## src/inc/ttm_pkg.sv

```systemverilog
// ==========================================================================
// Shared constants and types for the triple timer block
// ==========================================================================
package ttm_pkg;

  // ========================================================================
  // Register indices (byte address is four times the index)
  // ========================================================================
  localparam int IDX_W = 4;                              // Index field width
  localparam logic [IDX_W-1:0] IDX_MODE_A = 4'h8;        // timer_a_mode
  localparam logic [IDX_W-1:0] IDX_MODE_B = 4'h9;        // timer_b_mode
  localparam logic [IDX_W-1:0] IDX_DIG_B_LO = 4'hA;      // B count/reload low
  localparam logic [IDX_W-1:0] IDX_DIG_B_HI = 4'hB;      // B count/reload high
  localparam logic [IDX_W-1:0] IDX_MODE_C = 4'hD;        // timer_c_mode
  localparam logic [IDX_W-1:0] IDX_DIG_C_LO = 4'hE;      // C count/reload low
  localparam logic [IDX_W-1:0] IDX_DIG_C_HI = 4'hF;      // C count/reload high
  localparam int IDX_LSB = 2;                            // Word aligned index

  // ========================================================================
  // Field layout and reset values
  // ========================================================================
  localparam int MODE_SEL_BIT = 3;                       // Time base / auto reload
  localparam logic [3:0] MODE_RST = 4'h0;                // Mode reset value
  localparam logic [7:0] RELOAD_RST = 8'h00;             // Load register reset
  localparam logic [7:0] COUNT_RST = 8'h00;              // Counter reset
  localparam logic [7:0] COUNT_TOP = 8'hFF;              // Last count before wrap
  localparam logic [2:0] CODE_B_EXT = 3'h7;              // Timer B external event
  localparam logic [2:0] CODE_TB_RSV = 3'h5;             // Reserved time base code
  localparam logic [1:0] CODE_TB_RST = 2'h3;             // Codes 110/111 upper bits

  // ========================================================================
  // Prescaler widths and timing
  // ========================================================================
  localparam int SYS_PSC_W = 11;                         // Divides up to 2048
  localparam int SUB_PSC_W = 6;                          // 64 half sub-cycles
  localparam int MODE_LAG_CYC = 2;                       // Mode write latency

  // Overflow pulses of the three timers
  typedef struct packed {
    logic a;
    logic b;
    logic c;
  } ttm_ovf_t;

endpackage : ttm_pkg

```

## src/logic/ttm_timers.sv

```systemverilog
// The APB interface to the registers was decided locally.
`timescale 1ns/1ps

module ttm_timers
  import ttm_pkg::*;
#(
  parameter int ADDR_W = 6
) (
  // Clock and reset
  input wire logic clk,
  input wire logic nrst,
  // APB slave
  input wire logic [ADDR_W-1:0] paddr,
  input wire logic psel,
  input wire logic penable,
  input wire logic pwrite,
  input wire logic [31:0] pwdata,
  output logic [31:0] prdata,
  output logic pready,
  output logic pslverr,
  // Clock sources
  input wire logic subTick,
  input wire logic evtInN,
  // Outputs
  output ttm_pkg::ttm_ovf_t ovf,
  output logic pwmOut,
  output logic lcdPowerOff
);
  import ttm_pkg::*;

  // ========================================================================
  // Decode helpers
  // ========================================================================
  // True in the cycle where a 2^k prescaler tap rolls over
  function automatic logic tapHit(input logic [SYS_PSC_W-1:0] p, input logic [3:0] k);
    logic [SYS_PSC_W-1:0] m;
    m = ~({SYS_PSC_W{1'b1}} << k);
    return &(p | ~m);
  endfunction : tapHit

  // Eight ratio table shared by timer A interval mode, timer B and timer C
  function automatic logic [3:0] log8(input logic [2:0] code);
    logic [3:0] k;
    k = 4'hB;
    case (code)
      3'h0: k = 4'hB;
      3'h1: k = 4'hA;
      3'h2: k = 4'h9;
      3'h3: k = 4'h7;
      3'h4: k = 4'h5;
      3'h5: k = 4'h3;
      3'h6: k = 4'h2;
      default: k = 4'h1;
    endcase
    return k;
  endfunction : log8

  // ========================================================================
  // State
  // ========================================================================
  logic [3:0] modeA_reg;                   // Timer A mode, acts at once
  logic [3:0] modeBPend_reg;               // Timer B mode as written
  logic [3:0] modeB_reg;                   // Timer B mode in effect
  logic [3:0] modeCPend_reg;               // Timer C mode as written
  logic [3:0] modeC_reg;                   // Timer C mode in effect
  logic [SYS_PSC_W-1:0] sysPsc_reg;        // System prescaler
  logic [SUB_PSC_W-1:0] subPsc_reg;        // Sub prescaler, half sub-cycles
  logic [7:0] cntA_reg;                    // Timer A count
  logic [7:0] cntB_reg;                    // Timer B count
  logic [7:0] cntC_reg;                    // Timer C count
  logic [7:0] reloadB_reg;                 // Timer B load register
  logic [7:0] reloadC_reg;                 // Timer C load register
  logic [3:0] capB_reg;                    // Low digit caught on high read
  logic [3:0] capC_reg;
  logic [7:0] pwmRef_reg;                  // Duty reference taken at overflow
  logic [1:0] evtSync_reg;                 // Event input synchroniser
  logic evtLast_reg;                       // Previous synchronised level

  // ========================================================================
  // Bus decode
  // ========================================================================
  wire logic [IDX_W-1:0] idx = paddr[IDX_LSB +: IDX_W];
  wire logic setup = psel && !penable;
  wire logic access = psel && penable;
  wire logic hitModeA = (idx == IDX_MODE_A);
  wire logic hitModeB = (idx == IDX_MODE_B);
  wire logic hitModeC = (idx == IDX_MODE_C);
  wire logic hitBLo = (idx == IDX_DIG_B_LO);
  wire logic hitBHi = (idx == IDX_DIG_B_HI);
  wire logic hitCLo = (idx == IDX_DIG_C_LO);
  wire logic hitCHi = (idx == IDX_DIG_C_HI);
  wire logic mapped = hitModeA || hitModeB || hitModeC || hitBLo || hitBHi || hitCLo || hitCHi;
  wire logic wrEn = access && pwrite && mapped;
  wire logic wrModeA = wrEn && hitModeA;
  wire logic wrModeB = wrEn && hitModeB;
  wire logic wrModeC = wrEn && hitModeC;
  wire logic wrBLo = wrEn && hitBLo;
  wire logic wrBHi = wrEn && hitBHi;
  wire logic wrCLo = wrEn && hitCLo;
  wire logic wrCHi = wrEn && hitCHi;
  // Reads sample in setup so prdata comes from flip-flops at access
  wire logic rdBHi = setup && !pwrite && hitBHi;
  wire logic rdCHi = setup && !pwrite && hitCHi;
  wire logic [3:0] wrDigit = pwdata[3:0];

  // Zero wait slave; mode registers read as zero
  assign pready = 1'b1;
  assign pslverr = access && !mapped;

  // Read data: high digit live, low digit from the capture latch
  wire logic [3:0] rdDigit = hitBHi ? cntB_reg[7:4] :
                             hitBLo ? capB_reg :
                             hitCHi ? cntC_reg[7:4] :
                             hitCLo ? capC_reg : 4'h0;

  // ========================================================================
  // Clock enables
  // ========================================================================
  wire logic timeBase = modeA_reg[MODE_SEL_BIT];
  wire logic [2:0] codeA = modeA_reg[2:0];
  wire logic subHold = timeBase && (codeA[2:1] == CODE_TB_RST);
  // Half sub-cycle taps: 64, 32, 16, 4, 1 for codes 0..4
  wire logic [3:0] subK = (codeA == 3'h0) ? 4'h6 :
                          (codeA == 3'h1) ? 4'h5 :
                          (codeA == 3'h2) ? 4'h4 :
                          (codeA == 3'h3) ? 4'h2 : 4'h0;
  wire logic [SYS_PSC_W-1:0] subWide = {{(SYS_PSC_W-SUB_PSC_W){1'b0}}, subPsc_reg};
  // Reserved code and reset codes give no timer A clock
  wire logic subOk = (codeA != CODE_TB_RSV) && !subHold;
  wire logic tickASub = subTick && subOk && tapHit(subWide, subK);
  wire logic tickASys = tapHit(sysPsc_reg, log8(codeA));
  wire logic tickA = timeBase ? tickASub : tickASys;
  wire logic [2:0] codeB = modeB_reg[2:0];
  // Timer B lacks the 1024 tap, so codes 1.. shift by one table slot
  wire logic [2:0] slotB = (codeB == 3'h0) ? 3'h0 : 3'(codeB + 3'h1);
  wire logic evtEdge = evtLast_reg && !evtSync_reg[1];                 // Falling edge
  wire logic tickB = (codeB == CODE_B_EXT) ? evtEdge :
                     tapHit(sysPsc_reg, log8(slotB));
  wire logic tickC = tapHit(sysPsc_reg, log8(modeC_reg[2:0]));
  wire logic wrapA = tickA && (cntA_reg == COUNT_TOP);
  wire logic wrapB = tickB && (cntB_reg == COUNT_TOP);
  wire logic wrapC = tickC && (cntC_reg == COUNT_TOP);
  wire logic [7:0] restartB = modeB_reg[MODE_SEL_BIT] ? reloadB_reg : COUNT_RST;
  wire logic [7:0] restartC = modeC_reg[MODE_SEL_BIT] ? reloadC_reg : COUNT_RST;

  // ========================================================================
  // Mode registers
  // ========================================================================
  // Timer A acts at once; B and C pass a pending stage first
  always_ff @(posedge clk) begin
    if (!nrst) begin
      modeA_reg <= MODE_RST;
      modeBPend_reg <= MODE_RST;
      modeB_reg <= MODE_RST;
      modeCPend_reg <= MODE_RST;
      modeC_reg <= MODE_RST;
    end else begin
      if (wrModeA) begin
        modeA_reg <= wrDigit;
      end
      if (wrModeB) begin
        modeBPend_reg <= wrDigit;
      end
      if (wrModeC) begin
        modeCPend_reg <= wrDigit;
      end
      modeB_reg <= modeBPend_reg;
      modeC_reg <= modeCPend_reg;
    end
  end

  // ========================================================================
  // Prescalers and event synchroniser
  // ========================================================================
  // Changing the time base ratio mid-run skews one period; software avoids it
  always_ff @(posedge clk) begin
    if (!nrst) begin
      sysPsc_reg <= '0;
      subPsc_reg <= '0;
      evtSync_reg <= 2'h3;
      evtLast_reg <= 1'b1;
    end else begin
      sysPsc_reg <= sysPsc_reg + 11'h001;
      if (subHold) begin
        subPsc_reg <= '0;
      end else if (subTick) begin
        subPsc_reg <= subPsc_reg + 6'h01;
      end
      evtSync_reg <= {evtSync_reg[0], evtInN};
      evtLast_reg <= evtSync_reg[1];
    end
  end

  // ========================================================================
  // Load registers and capture latches
  // ========================================================================
  always_ff @(posedge clk) begin
    if (!nrst) begin
      reloadB_reg <= RELOAD_RST;
      reloadC_reg <= RELOAD_RST;
      capB_reg <= 4'h0;
      capC_reg <= 4'h0;
      prdata <= 32'h0000_0000;
    end else begin
      if (wrBLo) begin
        reloadB_reg[3:0] <= wrDigit;
      end
      if (wrBHi) begin
        reloadB_reg[7:4] <= wrDigit;
      end
      if (wrCLo) begin
        reloadC_reg[3:0] <= wrDigit;
      end
      if (wrCHi) begin
        reloadC_reg[7:4] <= wrDigit;
      end
      if (rdBHi) begin
        capB_reg <= cntB_reg[3:0];
      end
      if (rdCHi) begin
        capC_reg <= cntC_reg[3:0];
      end
      if (setup) begin
        prdata <= {28'h0000000, rdDigit};
      end
    end
  end

  // ========================================================================
  // Counters
  // ========================================================================
  // A high digit write beats a count in the same cycle
  always_ff @(posedge clk) begin
    if (!nrst) begin
      cntA_reg <= COUNT_RST;
      cntB_reg <= COUNT_RST;
      cntC_reg <= COUNT_RST;
      ovf <= '0;
      pwmRef_reg <= RELOAD_RST;
      pwmOut <= 1'b0;
      lcdPowerOff <= 1'b0;
    end else begin
      if (subHold) begin
        cntA_reg <= COUNT_RST;
      end else if (tickA) begin
        cntA_reg <= cntA_reg + 8'h01;
      end
      if (wrBHi) begin
        cntB_reg <= {wrDigit, reloadB_reg[3:0]};
      end else if (wrapB) begin
        cntB_reg <= restartB;
      end else if (tickB) begin
        cntB_reg <= cntB_reg + 8'h01;
      end
      if (wrCHi) begin
        cntC_reg <= {wrDigit, reloadC_reg[3:0]};
      end else if (wrapC) begin
        cntC_reg <= restartC;
      end else if (tickC) begin
        cntC_reg <= cntC_reg + 8'h01;
      end
      ovf <= '{a: wrapA, b: wrapB, c: wrapC};
      if (wrapC) begin
        pwmRef_reg <= reloadC_reg;
      end
      // High for counts from the reference up; the reference lags a load
      pwmOut <= (cntC_reg >= pwmRef_reg);
      lcdPowerOff <= subHold;
    end
  end
endmodule : ttm_timers

```

## config.mk

```make
export PLATFORM = sky130hd
export DESIGN_NAME = ttm_timers
export DESIGN_NICKNAME = d
export VERILOG_FILES = /design/src/inc/ttm_pkg.sv /design/src/logic/ttm_timers.sv
export SDC_FILE = /design/constraint.sdc
export NUM_CORES = 1
export LEC_CHECK = 0
export BUFFER_PORTS_ARGS = -buffer_cell sky130_fd_sc_hd__clkbuf_2
export CORE_MARGIN = 1.5
export CORE_UTILIZATION = 42
export CTS_CLUSTER_DIAMETER = 80
export DETAILED_ROUTE_END_ITERATION = 10
export PLACE_DENSITY = 0.59
export SLEW_MARGIN = 20
export SYNTH_ARGS = -nofsm -noshare
export SYNTH_HDL_FRONTEND = slang
export SYNTH_SLANG_ARGS = --single-unit
```

## constraint.sdc

```tcl
create_clock -name clk -period 6.1 [get_ports clk]
set_clock_uncertainty 0.15 [all_clocks]
set_input_delay 0 -clock clk [delete_from_list [all_inputs] [get_ports clk]]
set_output_delay 0 -clock clk [all_outputs]
set_load 0.01 [all_outputs]
```

==> impl_metrics.env <==
export IMPL_status="completed"
export IMPL_cp_cell_sequence="inv_1, ha_1, nor2b_1, a21oi_1, a2111oi_0, o2111ai_1, o21ai_2, a211oi_1, a2111oi_2"
export IMPL_hold_violations=0
export IMPL_synth_top_area_share_pct=39.7
export IMPL_post_route_period_util_pct=52.8
export IMPL_arrival_ps=3330
export IMPL_power_switching_uw=323
export IMPL_critPathMaxStageDelay_ps=570
export IMPL_grt_max_degree=37
export IMPL_synth_area_mm2=0.00530
export IMPL_met2WireLength_um=5320
export IMPL_p_leak_uw=0.00216
export IMPL_yosysWarnings=0
export IMPL_max_cap_violations=0
export IMPL_cts_resized=0
export IMPL_antenna_found_initial=0
export IMPL_p_per_area_mw_per_mm2=237
export IMPL_ys_flop_type="dfxtp_1"
export IMPL_power_internal_uw=1040
export IMPL_setup_viol=0
export IMPL_critPathKind="flop to flop"
export IMPL_avgSynthCellArea_um2=8.34
export IMPL_routed_top_layer="met4"
export IMPL_post_cts_setup_buffers=0
export IMPL_path_max_fanout=15
export IMPL_tns_ps=0
export IMPL_drc=0
export IMPL_nFillCells=1176
export IMPL_wl_met3_um=399
export IMPL_grt_pass1_vias=3878
export IMPL_start_util_pct=43.5
export IMPL_tightest_slew_ps=1080
export IMPL_viasPerCell=5.21
export IMPL_m1WireLength_um=5660
export IMPL_ys_seq_area_share_pct=39.7
export IMPL_num_vias=4233
export IMPL_setup_slack_ps=2880
export IMPL_p_clk_share_pct=44.6
export IMPL_cts_reportedPaths_clkPinSlew_ps=70
export IMPL_rows=40
export IMPL_dr_pass1_iters=4
export IMPL_synth_largest_area_cell="dfxtp_1"
export IMPL_boundaryPins=84
export IMPL_slew_viol_final=0
export IMPL_die_h_um=115
export IMPL_largest_register_ffs=11
export IMPL_postSynth_asyncResetShare_pct=0
export IMPL_drive_above_1_share_pct=8.37
export IMPL_design_core_area_mm2=0.0122
export IMPL_clk_latency_ps=350
export IMPL_cts_tree="built"
export IMPL_dp_final_hpwl_um=7860
export IMPL_grt_pass1_wl_um=19200
export IMPL_yosysMostFrequentCell="dfxtp_1"
export IMPL_grt_total_usage_pct=18.3
export IMPL_synth_area_leaders="dfxtp_1 (40%), mux2i_1 (7.6%), nor2_1 (5.4%)"
export IMPL_syn_to_final_growth_pct=8.69
export IMPL_power_share_sequential_pct=51.0
export IMPL_wire_per_inst_um=14.2
export IMPL_antenna_cells=0
export IMPL_ys_types=58
export IMPL_drt_iter0_drc=192
export IMPL_place_gp_congestion=0.795
export IMPL_rsz0062_at_grt="no"
export IMPL_start_kind="flop"
export IMPL_finalPower_uw=1370
export IMPL_slowest_stage="o21ai_2"
export IMPL_period_needed_ps=3220
export IMPL_netlist_instances=635
export IMPL_cts_root_buf="clkbuf_16"
export IMPL_crit_path_end_kind="flop"
export IMPL_portBuffers=24
export IMPL_required_ps=6200
export IMPL_synth_seq_cells=105
export IMPL_cts_num_sinks=105
export IMPL_overflow=0
export IMPL_slew_limit_headroom_pct=27.6
export IMPL_hold_buffers=7
export IMPL_htreeDepth=3
export IMPL_hp_class="primary input to flop"
export IMPL_clock_path_buffers=2
export IMPL_ir_drop_v=0.000143
export IMPL_nNetsFinal=703
export IMPL_cts_buffers_inserted=9
export IMPL_whs_ps=27.3
export IMPL_drt_wl_total_um=11500
export IMPL_yosys_top_cells_count="dfxtp_1 (105), nor2_1 (76), nand2_1 (70)"
export IMPL_drtAntennaViolNets=0
export IMPL_pwr_share_comb_pct=4.4
export IMPL_fmax_mhz=310
export IMPL_switching_share_pct=23.6
export IMPL_die_width_um=115
export IMPL_die_area_mm2=0.0133
export IMPL_synth_edf_count=0
export IMPL_dp_slack_ps=2830
[layout by cell type (no fill, tap or decap), types with 3 or more instances in the layout]
cell type,netlist,routed
nor4_1,3,3
nand4_1,14,14
nand2_1,70,70
a21o_1,5,5
xnor2_1,7,7
o31ai_1,3,3
and3_1,9,9
dlygate4sd3_1,0,7
o211ai_1,3,3
o22ai_1,4,4
clkbuf_2,0,24
mux2i_1,40,40
nor2_1,76,76
conb_1,2,29
clkbuf_16,0,9
or3_1,5,5
nand3b_1,3,3
a211oi_1,4,4
nand2b_1,9,9
a31oi_1,8,8
xor2_1,17,17
inv_6,0,3
dfxtp_1,105,105
nor2b_1,7,7
a21boi_0,3,3
nand3_1,28,28
o21ai_0,11,11
a21oi_1,42,42
nor3_1,9,8
inv_1,17,17
ha_1,18,18
and2_1,13,13
[layout make-up]
class | count | area (um^2) | area share [%]
Tap cell | 168 | 210 | 3.65
Multi-Input combinational cell | 473 | 2860 | 49.7
Clock buffer | 10 | 239 | 4.15
Clock inverter | 6 | 72.6 | 1.26
Sequential cell | 105 | 2100 | 36.5
Inverter | 18 | 67.6 | 1.17
Timing Repair Buffer | 33 | 205 | 3.56
[layer usage]
| layer | global-route usage, % | up-vias |
|---|---|---|
| met2 | 29.6 | 82 |
| met3 | 3.22 | 13 |
| met4 | 6.83 | 0 |
| met1 | 24.6 | 2005 |
| li1 | - | 2133 |
| met5 | 0 | - |
[path summary, 6_finish.rpt]
| check | from | slack, ps | endpoint | cells after the start |
|---|---|---|---|---|
| max | modeB_reg[0] | 2880 | cntB_reg[5] | 9 |
| min | paddr[2] | 30 | reloadC_reg[1] | 4 |
| max reg2reg | modeB_reg[0] | 2880 | cntB_reg[5] | 9 |
| min reg2reg | evtSync_reg[0] | 280 | evtSync_reg[1] | 1 |
[metrics by stage]
stage	instance area (um^2)	instances	util, %
final	5760	813	47.3
after global routing	5760	813	47.3
after CTS	5750	813	47.3
after detailed placement	5370	790	44.2
after global placement	5370	790	44.2
after floorplan	5400	662	-
[power by group through the flow]
stage | clock (uW) | combinational, uW | sequential (uW)
floorplan | 0 | 56.5 | 711
global placement | 0 | 54.9 | 713
detailed placement | 0 | 56.0 | 713
CTS | 623 | 59.5 | 697
global route | 652 | 66.5 | 698
finish | 609 | 59.7 | 697
[worst max-delay path, delay by kind of cell (launching register included)]
family,cells,cell delay (ps)
simple gates,1,290
fa+ha+maj,1,330
flops,1,410
buf+inv,1,80
compound gates,6,1860
[cell families (layout without fill, tap and decap cells)]
group,count (synthesis),in the layout,share of synthesized area (%)
flops,105,105,39.7
other cells,2,29,0.142
buf+inv,84,67,8.32
compound gates,108,108,13.5
fa+ha+maj,18,18,4.25
simple gates,254,254,22.5
xor+xnor,24,24,3.97
mux,40,40,7.56
Note: power is estimated with default switching activity, not from simulation.
